===== config.mk =====
export PLATFORM = sky130hd
export DESIGN_NAME = flash_code_write_protection
export DESIGN_NICKNAME = d
export VERILOG_FILES = /design/src/flash_protect_pkg.sv /design/src/flash_code_write_protection.sv /design/src/config_word_bank.sv /design/src/segment_range_check.sv
export VERILOG_INCLUDE_DIRS = /design/src
export SDC_FILE = /design/constraint.sdc
export NUM_CORES = 1
export LEC_CHECK = 0
export ABC_AREA = 1
export ABC_CLOCK_PERIOD_IN_PS = 3950
export BUFFER_PORTS_ARGS = -buffer_cell sky130_fd_sc_hd__buf_4
export CAP_MARGIN = 10
export CORE_MARGIN = 3
export CORE_UTILIZATION = 47
export DETAILED_ROUTE_END_ITERATION = 12
export GPL_ROUTABILITY_DRIVEN = 0
export PLACE_DENSITY = 0.7
export SYNTH_ARGS = -nofsm -noshare
export SYNTH_HDL_FRONTEND = slang
export SYNTH_SLANG_ARGS = --single-unit

===== constraint.sdc =====
create_clock -name sys_clk_in -period 3.95 [get_ports sys_clk_in]
set_input_delay 0.395 -clock sys_clk_in [delete_from_list [all_inputs] [get_ports sys_clk_in]]
set_output_delay 0.395 -clock sys_clk_in [all_outputs]
set_load 0.01 [all_outputs]

===== src/flash_protect_consts.svh =====
// Notes on behaviour
// - End-select 0: pages 0 up to and including segment page are locked.
// - End-select 1: segment page through last user page are locked.
// - Segment disable 1 turns segment locking off; 0 turns it on.
// - Config-page protect 0 with segment on locks last page and config words.
// - With segment on, end-select 1 or segment page on config page locks config page.
// - Code-protect active blocks programmer reads and writes of non-config addresses, not execution.
// - General write-protect at 0 blocks every internal write and erase.
// - A write or erase inside the protected segment drops the interlock.
// - Segment locking adds to general protection and never relaxes it.
// - Code-protect bits return from 0 to 1 only by low-level chip erase.
`ifndef FLASH_PROTECT_CONSTS_SVH
`define FLASH_PROTECT_CONSTS_SVH

`define ADDR_W 24
`define WORD_W 24
`define PAGE_W 7
`define PAGE_LSB 11
`define PAGE_MSB 17
`define LAST_PAGE 7'h55
`define CFG_BASE 24'h02aff8
`define CFG_WORDS 4
`define CFG_IDX_W 2
`define CFG_IDX_LSB 1
`define CFG_IDX_MSB 2
`define CFG_TAG_LSB 3
`define ERASED_WORD 24'hffffff
`define CW1_IDX 2'h0
`define CW3_IDX 2'h2
`define CW1_GCP_BIT 13
`define CW1_GENERAL_WRITE_PROTECT_BIT 12
`define CW1_LOCK_MASK 24'h003000
`define CW3_LOCK_MASK 24'h002000
`define CW3_END_SEL_BIT 15
`define CW3_CFG_PROT_BIT 14
`define CW3_SEG_DIS_BIT 13
`define CW3_PAGE_MSB 6
`define CW3_PAGE_LSB 0
`define CNT_W 3
`define CNT_FULL 3'h4
`define CNT_ONE 3'h1

`endif


===== src/flash_protect_pkg.sv =====
`include "flash_protect_consts.svh"

package flash_protect_pkg;

  typedef enum logic [1:0] {
    CMD_NOP = 2'b00,
    CMD_WORD_PROGRAM = 2'b01,
    CMD_READ_PROGRAM = 2'b10,
    CMD_CHIP_ERASE = 2'b11
  } prog_cmd_e;

  typedef enum logic [1:0] {
    CAUSE_NONE = 2'b00,
    CAUSE_READ_PROTECT = 2'b01,
    CAUSE_MODE = 2'b10,
    CAUSE_ADDRESS = 2'b11
  } refuse_cause_e;

  typedef enum logic [0:0] {
    ST_IDLE = 1'b0,
    ST_EXEC = 1'b1
  } prog_state_e;

  typedef struct packed {
    prog_cmd_e cmd;
    logic [`ADDR_W-1:0] addr;
    logic [`WORD_W-1:0] data;
  } prog_req_s;

  typedef struct packed {
    logic valid;
    logic erase;
    logic [`ADDR_W-1:0] addr;
  } nvm_req_s;

  typedef struct packed {
    logic general;
    logic segment;
    logic config_page;
    logic range;
  } nvm_cause_s;

  typedef struct packed {
    logic active;
    logic in_segment;
    logic config_hit;
    logic [`PAGE_W-1:0] lo_page;
    logic [`PAGE_W-1:0] hi_page;
  } seg_decode_s;

endpackage : flash_protect_pkg


===== src/flash_code_write_protection.sv =====
`timescale 1ns/1ps
`include "flash_protect_consts.svh"

module flash_code_write_protection
  import flash_protect_pkg::*;
(
  // Clock and reset
  input wire logic sys_clk_in,
  input wire logic rstn_in,
  // Programmer command port
  input wire logic prog_valid_in,
  input wire prog_req_s prog_req_in,
  input wire logic low_level_mode_in,
  output logic prog_ready_out,
  output logic prog_done_out,
  output logic prog_refused_out,
  output refuse_cause_e prog_cause_out,
  output logic prog_rvalid_out,
  output logic [`WORD_W-1:0] prog_rdata_out,
  // Program memory array
  output logic flash_wr_out,
  output logic flash_erase_all_out,
  output logic [`ADDR_W-1:0] flash_addr_out,
  output logic [`WORD_W-1:0] flash_wdata_out,
  input wire logic [`WORD_W-1:0] flash_rdata_in,
  // Internal write and erase requests
  input wire nvm_req_s nvm_req_in,
  output logic nvm_interlock_en_out,
  output logic nvm_reject_out,
  output nvm_cause_s nvm_cause_out,
  // Protection status
  output logic general_code_protect_out,
  output logic general_write_protect_out,
  output logic segment_active_out,
  output logic [`PAGE_W-1:0] seg_lo_page_out,
  output logic [`PAGE_W-1:0] seg_hi_page_out,
  output logic [`CNT_W-1:0] cfg_words_written_out,
  output logic cfg_set_complete_out
);

  // Stored configuration words
  logic [`CFG_WORDS-1:0][`WORD_W-1:0] cfg_words;
  logic [`WORD_W-1:0] cw1;
  logic [`WORD_W-1:0] cw3;

  // Command capture
  prog_state_e state_reg;
  prog_state_e state_next;
  prog_req_s req_reg;
  logic take;

  // Command decode of the held request
  logic req_is_cfg;
  logic [`CFG_IDX_W-1:0] req_idx;
  logic [`WORD_W-1:0] req_old;
  logic [`WORD_W-1:0] req_lock_mask;
  logic [`WORD_W-1:0] req_merged;
  logic code_protect;
  logic write_protect;
  logic exec;
  logic do_cfg_write;
  logic do_flash_write;
  logic do_erase;
  logic do_read;
  logic refuse;
  refuse_cause_e cause;

  // Internal request checking
  seg_decode_s seg;
  logic nvm_out_of_range;
  nvm_cause_s nvm_cause;
  logic nvm_reject;

  // Written-word bookkeeping
  logic [`CFG_WORDS-1:0] written_mask_reg;
  logic [`CNT_W-1:0] written_cnt;

  assign cw1 = cfg_words[`CW1_IDX];
  assign cw3 = cfg_words[`CW3_IDX];
  assign code_protect = ~cw1[`CW1_GCP_BIT];
  assign write_protect = ~cw1[`CW1_GENERAL_WRITE_PROTECT_BIT];

  config_word_bank u_bank (
    .sys_clk_in(sys_clk_in),
    .rstn_in(rstn_in),
    .wr_en_in(do_cfg_write),
    .wr_idx_in(req_idx),
    .wr_data_in(req_merged),
    .erase_all_in(do_erase),
    .words_out(cfg_words)
  );

  segment_range_check u_seg (
    .cw3_in(cw3),
    .addr_in(nvm_req_in.addr),
    .seg_out(seg)
  );

  // One command at a time; the port is busy for the execute cycle
  assign prog_ready_out = (state_reg == ST_IDLE);
  assign take = prog_valid_in && prog_ready_out;
  assign exec = (state_reg == ST_EXEC);

  always_comb begin
    state_next = state_reg;
    case (state_reg)
      ST_IDLE: begin
        if (take) begin
          state_next = ST_EXEC;
        end
      end
      ST_EXEC: begin
        state_next = ST_IDLE;
      end
      default: begin
        state_next = ST_IDLE;
      end
    endcase
  end

  always_ff @(posedge sys_clk_in or negedge rstn_in) begin
    if (!rstn_in) begin
      state_reg <= ST_IDLE;
    end else begin
      state_reg <= state_next;
    end
  end

  always_ff @(posedge sys_clk_in or negedge rstn_in) begin
    if (!rstn_in) begin
      req_reg <= '0;
    end else if (take) begin
      req_reg <= prog_req_in;
    end
  end

  // Config words sit as consecutive even addresses on the last page
  localparam logic [`ADDR_W-1:0] cfg_base = `CFG_BASE;
  assign req_is_cfg =
    req_reg.addr[`ADDR_W-1:`CFG_TAG_LSB] ==
    cfg_base[`ADDR_W-1:`CFG_TAG_LSB] && !req_reg.addr[0];
  assign req_idx = req_reg.addr[`CFG_IDX_MSB:`CFG_IDX_LSB];
  assign req_old = cfg_words[req_idx];

  // Code-protect, write-protect and segment-disable bits may only be programmed towards the active state
  always_comb begin
    case (req_idx)
      `CW1_IDX: begin
        req_lock_mask = `CW1_LOCK_MASK;
      end
      `CW3_IDX: begin
        req_lock_mask = `CW3_LOCK_MASK;
      end
      default: begin
        req_lock_mask = '0;
      end
    endcase
  end

  assign req_merged = (req_reg.data & ~req_lock_mask)
    | (req_reg.data & req_old & req_lock_mask);

  // Execute-cycle decision for the held programmer command
  always_comb begin
    do_cfg_write = 1'b0;
    do_flash_write = 1'b0;
    do_erase = 1'b0;
    do_read = 1'b0;
    refuse = 1'b0;
    cause = CAUSE_NONE;
    if (exec) begin
      case (req_reg.cmd)
        CMD_WORD_PROGRAM: begin
          if (req_is_cfg) begin
            // One word per command; lock bits only clear
            do_cfg_write = 1'b1;
          end else if (code_protect) begin
            refuse = 1'b1;
            cause = CAUSE_READ_PROTECT;
          end else begin
            do_flash_write = 1'b1;
          end
        end
        CMD_READ_PROGRAM: begin
          // Config words stay readable so the write can be verified
          if (!req_is_cfg && code_protect) begin
            refuse = 1'b1;
            cause = CAUSE_READ_PROTECT;
          end else begin
            do_read = 1'b1;
          end
        end
        CMD_CHIP_ERASE: begin
          if (low_level_mode_in) begin
            do_erase = 1'b1;
          end else begin
            refuse = 1'b1;
            cause = CAUSE_MODE;
          end
        end
        CMD_NOP: begin
          do_read = 1'b0;
        end
        default: begin
          refuse = 1'b1;
          cause = CAUSE_ADDRESS;
        end
      endcase
    end
  end

  // Answer pulses, one cycle after the execute cycle starts
  always_ff @(posedge sys_clk_in or negedge rstn_in) begin
    if (!rstn_in) begin
      prog_done_out <= 1'b0;
      prog_refused_out <= 1'b0;
      prog_rvalid_out <= 1'b0;
    end else begin
      prog_done_out <= exec && !refuse;
      prog_refused_out <= refuse;
      prog_rvalid_out <= do_read;
    end
  end

  always_ff @(posedge sys_clk_in or negedge rstn_in) begin
    if (!rstn_in) begin
      prog_cause_out <= CAUSE_NONE;
    end else if (exec) begin
      prog_cause_out <= cause;
    end
  end

  always_ff @(posedge sys_clk_in or negedge rstn_in) begin
    if (!rstn_in) begin
      prog_rdata_out <= '0;
    end else if (do_read) begin
      prog_rdata_out <= req_is_cfg ? req_old : flash_rdata_in;
    end
  end

  // Program memory strobes; the array reads asynchronously
  always_ff @(posedge sys_clk_in or negedge rstn_in) begin
    if (!rstn_in) begin
      flash_wr_out <= 1'b0;
      flash_erase_all_out <= 1'b0;
    end else begin
      flash_wr_out <= do_flash_write;
      flash_erase_all_out <= do_erase;
    end
  end

  always_ff @(posedge sys_clk_in or negedge rstn_in) begin
    if (!rstn_in) begin
      flash_addr_out <= '0;
      flash_wdata_out <= '0;
    end else if (take) begin
      flash_addr_out <= prog_req_in.addr;
      flash_wdata_out <= prog_req_in.data;
    end
  end

  // Which config words have been written since the last erase
  always_ff @(posedge sys_clk_in or negedge rstn_in) begin
    if (!rstn_in) begin
      written_mask_reg <= '0;
    end else if (do_erase) begin
      written_mask_reg <= '0;
    end else if (do_cfg_write) begin
      written_mask_reg[req_idx] <= 1'b1;
    end
  end

  always_comb begin
    written_cnt = '0;
    for (int i = 0; i < `CFG_WORDS; i++) begin
      written_cnt = written_cnt + {{(`CNT_W-1){1'b0}}, written_mask_reg[i]};
    end
  end

  always_ff @(posedge sys_clk_in or negedge rstn_in) begin
    if (!rstn_in) begin
      cfg_words_written_out <= '0;
      cfg_set_complete_out <= 1'b0;
    end else begin
      cfg_words_written_out <= written_cnt;
      cfg_set_complete_out <= (written_cnt == `CNT_FULL);
    end
  end

  // Internal write and erase check, decided in the request's own cycle
  assign nvm_out_of_range =
    nvm_req_in.addr[`ADDR_W-1:`PAGE_LSB] >
    {{(`ADDR_W-1-`PAGE_MSB){1'b0}}, `LAST_PAGE};

  always_comb begin
    nvm_cause.general = write_protect;
    nvm_cause.segment = seg.in_segment;
    nvm_cause.config_page = seg.config_hit;
    nvm_cause.range = nvm_out_of_range;
  end

  // Segment terms only add rejects; general lock applies everywhere
  assign nvm_reject = nvm_req_in.valid && (nvm_cause.general
    || nvm_cause.segment || nvm_cause.config_page
    || nvm_cause.range);

  assign nvm_reject_out = nvm_reject;
  assign nvm_interlock_en_out = nvm_req_in.valid && !nvm_reject;
  assign nvm_cause_out = nvm_req_in.valid ? nvm_cause : '0;

  // Status mirrors lag the stored words by one cycle
  always_ff @(posedge sys_clk_in or negedge rstn_in) begin
    if (!rstn_in) begin
      general_code_protect_out <= 1'b0;
      general_write_protect_out <= 1'b0;
      segment_active_out <= 1'b0;
    end else begin
      general_code_protect_out <= code_protect;
      general_write_protect_out <= write_protect;
      segment_active_out <= ~cw3[`CW3_SEG_DIS_BIT];
    end
  end

  always_ff @(posedge sys_clk_in or negedge rstn_in) begin
    if (!rstn_in) begin
      seg_lo_page_out <= '0;
      seg_hi_page_out <= '0;
    end else begin
      seg_lo_page_out <= seg.lo_page;
      seg_hi_page_out <= seg.hi_page;
    end
  end

endmodule : flash_code_write_protection


===== src/config_word_bank.sv =====
`timescale 1ns/1ps
`include "flash_protect_consts.svh"

module config_word_bank
  import flash_protect_pkg::*;
(
  // Clock and reset
  input wire logic sys_clk_in,
  input wire logic rstn_in,
  // Update port
  input wire logic wr_en_in,
  input wire logic [`CFG_IDX_W-1:0] wr_idx_in,
  input wire logic [`WORD_W-1:0] wr_data_in,
  input wire logic erase_all_in,
  // Stored words
  output logic [`CFG_WORDS-1:0][`WORD_W-1:0] words_out
);

  // Reset stands for the erased array; real cells keep their value
  genvar gi;
  generate
    for (gi = 0; gi < `CFG_WORDS; gi++) begin : g_word
      logic [`WORD_W-1:0] word_reg;
      always_ff @(posedge sys_clk_in or negedge rstn_in) begin
        if (!rstn_in) begin
          word_reg <= `ERASED_WORD;
        end else if (erase_all_in) begin
          word_reg <= `ERASED_WORD;
        end else if (wr_en_in && wr_idx_in == `CFG_IDX_W'(gi)) begin
          word_reg <= wr_data_in;
        end
      end
      assign words_out[gi] = word_reg;
    end
  endgenerate

endmodule : config_word_bank


===== src/segment_range_check.sv =====
`timescale 1ns/1ps
`include "flash_protect_consts.svh"

module segment_range_check
  import flash_protect_pkg::*;
(
  // Segment settings
  input wire logic [`WORD_W-1:0] cw3_in,
  // Target of a write or erase
  input wire logic [`ADDR_W-1:0] addr_in,
  // Decode
  output seg_decode_s seg_out
);

  logic [`PAGE_W-1:0] page;
  logic [`PAGE_W-1:0] seg_page;
  logic end_sel;

  assign page = addr_in[`PAGE_MSB:`PAGE_LSB];
  assign seg_page = cw3_in[`CW3_PAGE_MSB:`CW3_PAGE_LSB];
  assign end_sel = cw3_in[`CW3_END_SEL_BIT];

  always_comb begin
    seg_out.active = ~cw3_in[`CW3_SEG_DIS_BIT];
    seg_out.lo_page = end_sel ? seg_page : '0;
    seg_out.hi_page = end_sel ? `LAST_PAGE : seg_page;
    seg_out.in_segment = seg_out.active &&
      page >= seg_out.lo_page && page <= seg_out.hi_page;
    // Config words share the last page, so both hit on that page
    seg_out.config_hit = seg_out.active && page == `LAST_PAGE &&
      (~cw3_in[`CW3_CFG_PROT_BIT]
       || end_sel || seg_page == `LAST_PAGE);
  end

endmodule : segment_range_check


==> summary.md <==
| Metric | Value |
|---|---|
| Residual DRC | `0` |
| Leakage | `0.006409 µW` |
| Flop pwr share | `44.8%` |
| Synth Area in Simple Gates | `35.32%` |
| Post-synthesis compound-gate area fraction | `1.453%` |
| Synth Net Count | `1372` |
| I/O pins | `211` |
| Largest family of logic cells by synthesized area | `simple AND/OR/NAND/NOR gates` |
| Most frequent cells in the layout | `600 x nand2_1, 214 x buf_4, 131 x nand3_1` |
| Crit path kind | `flip-flop to output pin` |
| Final Cell Area | `12110 µm²` |
| Post-synth EDFFs | `0` |
| Wire per inst | `16.29 µm` |
| Primary FF master, synth | `dfrtp_1` |
| Max reg flops | `96` |
| Synthesized instance count | `1251` |
| Tmin final | `2.892 ns` |
| Nets@finish | `1505` |
| Setup violations, final | `0` |
| Slew HR | `33.70%` |
| Status | `complete, but fails checks` |
| Gate power share | `24.6%` |
| Multi-input gate area | `3902 µm²` |
| Clk Latency, worst-skew pair | `0.51 ns` |
| Unrepaired setup endpoints after global routing | `false` |
| Antenna Nets Post-Route | `0` |
| Met3 wire length | `1.546 mm` |
| Initial antenna violation count | `0` |
| Initial core utilization | `48.58%` |
| CTS sink count | `203` |
| Overflow after GRT | `0` |
| Post-DP Area | `11300 µm²` |
| Number of cell rows | `52` |
| TritonCTS clock tree | `yes` |
| CTS buffer count | `23` |
| Layout cells sized above 1 | `28.07%` |
| Worst hold path class | `input pin to asynchronous set/reset pin` |
| Area growth, synth to finish | `21.27%` |
| GRT Resource Usage Total | `23.45%` |
| Worst setup EP type | `output pin` |
| Clock slew at reported path FFs | `0.06 ns` |
| Sequential share of the synthesized area | `52.07%` |
| Cell Area, Synth | `9987 µm²` |
| CTS root buffer | `clkbuf_16` |
| F_max | `345.7 MHz` |
| Met2 WL | `13.78 mm` |
| Vias per inst | `5.140` |
| Via total after detailed routing | `8583` |
| Maxcap violations | `0` |
| Post-CTS Setup Bufs | `0` |
| Pwr dens | `616.5 nW/µm²` |
| Core area | `20560 µm²` |
| Synthesis Warnings | `0` |
| Setup TNS | `0 ns` |
| Hold_buf cts | `0` |
| P_sw | `2236 µW` |
| Post-synthesis adder-cell area fraction | `2.205%` |
| Hold slack final | `-0.01736 ns` |
| XOR/XNOR Fraction of Synth Area | `0%` |
| H-tree levels | `1` |
| Crit path DAT | `2.50 ns` |
| Clk pwr share | `30.6%` |
| Fillers | `1944` |
| Critical Path Fanout Max | `17` |
| Sw Share | `29.95%` |
| Internal power | `5230 µW` |
| ANT cells | `0` |
| Highest metal used | `met4` |
| VDD IR max | `0.3555 mV` |
| Hpwl dp | `17.69 mm` |
| Initial DRC Count | `544` |
| Die height | `151.8 µm` |
| Largest net degree at the start of global routing | `111` |
| Startpoint class of the critical path | `flip-flop` |
| Final Slew Violations | `0` |
| WP data required | `3.56 ns` |
| PortBufs | `198` |
| First-pass GRT wire length | `42.81 mm` |
| Ys async rst share | `100.0%` |
| Chip Width | `151.8 µm` |
| CTS Buffer Depth | `3` |
| Detailed Route WL | `27.20 mm` |
| Worst clock skew | `0.01725 ns` |
| Wl on met1 | `11.03 mm` |
| Register bit total from synthesis | `203` |
| Failing checks | `negative hold slack` |
| DR pass1 iterations | `8` |
| Reg area | `5200 µm²` |
| Syn avg cell area | `7.983 µm²` |
| Via count of the first global-routing pass | `8325` |
| Final Cycle Share | `73.22%` |
| Resized Gates After CTS | `0` |
| Slew @ Worst Pin | `0.9916 ns` |
| Mux contribution to synthesized area | `0%` |
| Post-synth cell types | `27` |
| Die area | `23030 µm²` |
| Commonest non-fill, non-tap cell in the layout | `nand2_1` |
| Hold Violations, Final | `3` |
## critical path, cell delays in order, from the launching register on
cell	delay (ns)
dfstp_2	0.74
nor2_1	0.11
ha_1	0.30
nand2_1	0.10
inv_1	0.04
a21oi_1	0.17
nand2_1	0.07
nand2_1	0.06
nand3_1	0.11
a21oi_1	0.15
buf_4	0.14
## routing by layer
metal	up-vias	GRT usage [%]
met4	0	8.401
met3	48	3.659
met5	-	0
met2	252	40.98
met1	4131	29.56
li1	4152	-
## cell type report
type                       count  area share, %
inverter                      57          1.777
tap                          270          2.789
multi-input combinational    883          32.22
clock buffer                  32          5.537
clock inverter                 9          1.198
timing repair buffer         216          13.54
sequential                   203          42.93
## cells in the mapped netlist (10+ instances only)
| cell type | count | area share (%) |
|---|---|---|
| nand2_1 | 600 | 23 |
| nand3_1 | 131 | 6.6 |
| dfrtp_1 | 107 | 27 |
| dfstp_2 | 96 | 25 |
| inv_1 | 55 | 2.1 |
| buf_4 | 48 | 3.6 |
| nor2_1 | 37 | 1.4 |
| clkbuf_1 | 29 | 1.1 |
| nand4_1 | 27 | 1.7 |
| or2_2 | 24 | 1.5 |
| o21ai_0 | 18 | 0.90 |
| ha_1 | 16 | 2.0 |
| buf_2 | 15 | 0.75 |
| a21oi_1 | 11 | 0.55 |
| buf_6 | 10 | 1.1 |
## power groups by stage
stage	Clock, µW	Sequential (µW)	Combinational [µW]
final	2280	3340	1840
after floorplan	0	3330	1110
after detailed placement	0	3370	1850
after global placement	0	3350	1800
after global routing	2410	3430	2080
after CTS	2310	3340	1870
## through the flow
| step | utilization, % | total power (µW) | instances | setup WS (ns) | hold WS [ns] |
|---|---|---|---|---|---|
| 2_1_floorplan | - | 4442 | 1251 | 1.520 | 0.09941 |
| 3_5_place_dp | 54.94 | 5221 | 1629 | 1.180 | 0.4668 |
| 6_report | 58.91 | 7466 | 1670 | 1.058 | -0.01736 |
| 5_1_grt | 58.91 | 7917 | 1670 | 0.8359 | 0.05992 |
| 4_1_cts | 58.91 | 7525 | 1670 | 1.047 | 0.02121 |
| 3_3_place_gp | 54.94 | 5150 | 1629 | 1.246 | 0.4671 |
## kinds of logic (layout without fill, tap and decap cells)
logic type,after synthesis,after routing
AND/OR/NAND/NOR,837,837
adder cells (fa/ha/maj),17,17
buffers and inverters,165,314
AO/OA/AOI/OAI,29,29
flip-flops,203,203
## path summary, 6_finish.rpt
| path | start | endpoint | slack (ns) | depth (start not counted) |
|---|---|---|---|---|
| max reg2reg | flash_addr_out[13]$_DFFE_PN0P_ | prog_rdata_out[19]$_DFFE_PN0P_ | 1.19 | 10 |
| min reg2reg | prog_rdata_out[3]$_DFFE_PN0P_ | prog_rdata_out[3]$_DFFE_PN0P_ | 0.48 | 2 |
| max | u_bank.g_word[2].word_reg[15]$_DFFE_PN1P_ | nvm_reject_out | 1.06 | 10 |
| min in group sys_clk_in | prog_req_in[6] | flash_wdata_out[6]$_DFFE_PN0P_ | 0.08 | 3 |
| min | rstn_in | seg_lo_page_out[3]$_DFF_PN0_ | -0.02 | 1 |
| max in group asynchronous | rstn_in | u_bank.g_word[1].word_reg[23]$_DFFE_PN1P_ | 2.99 | 2 |
(Power assumes the default switching activity.)
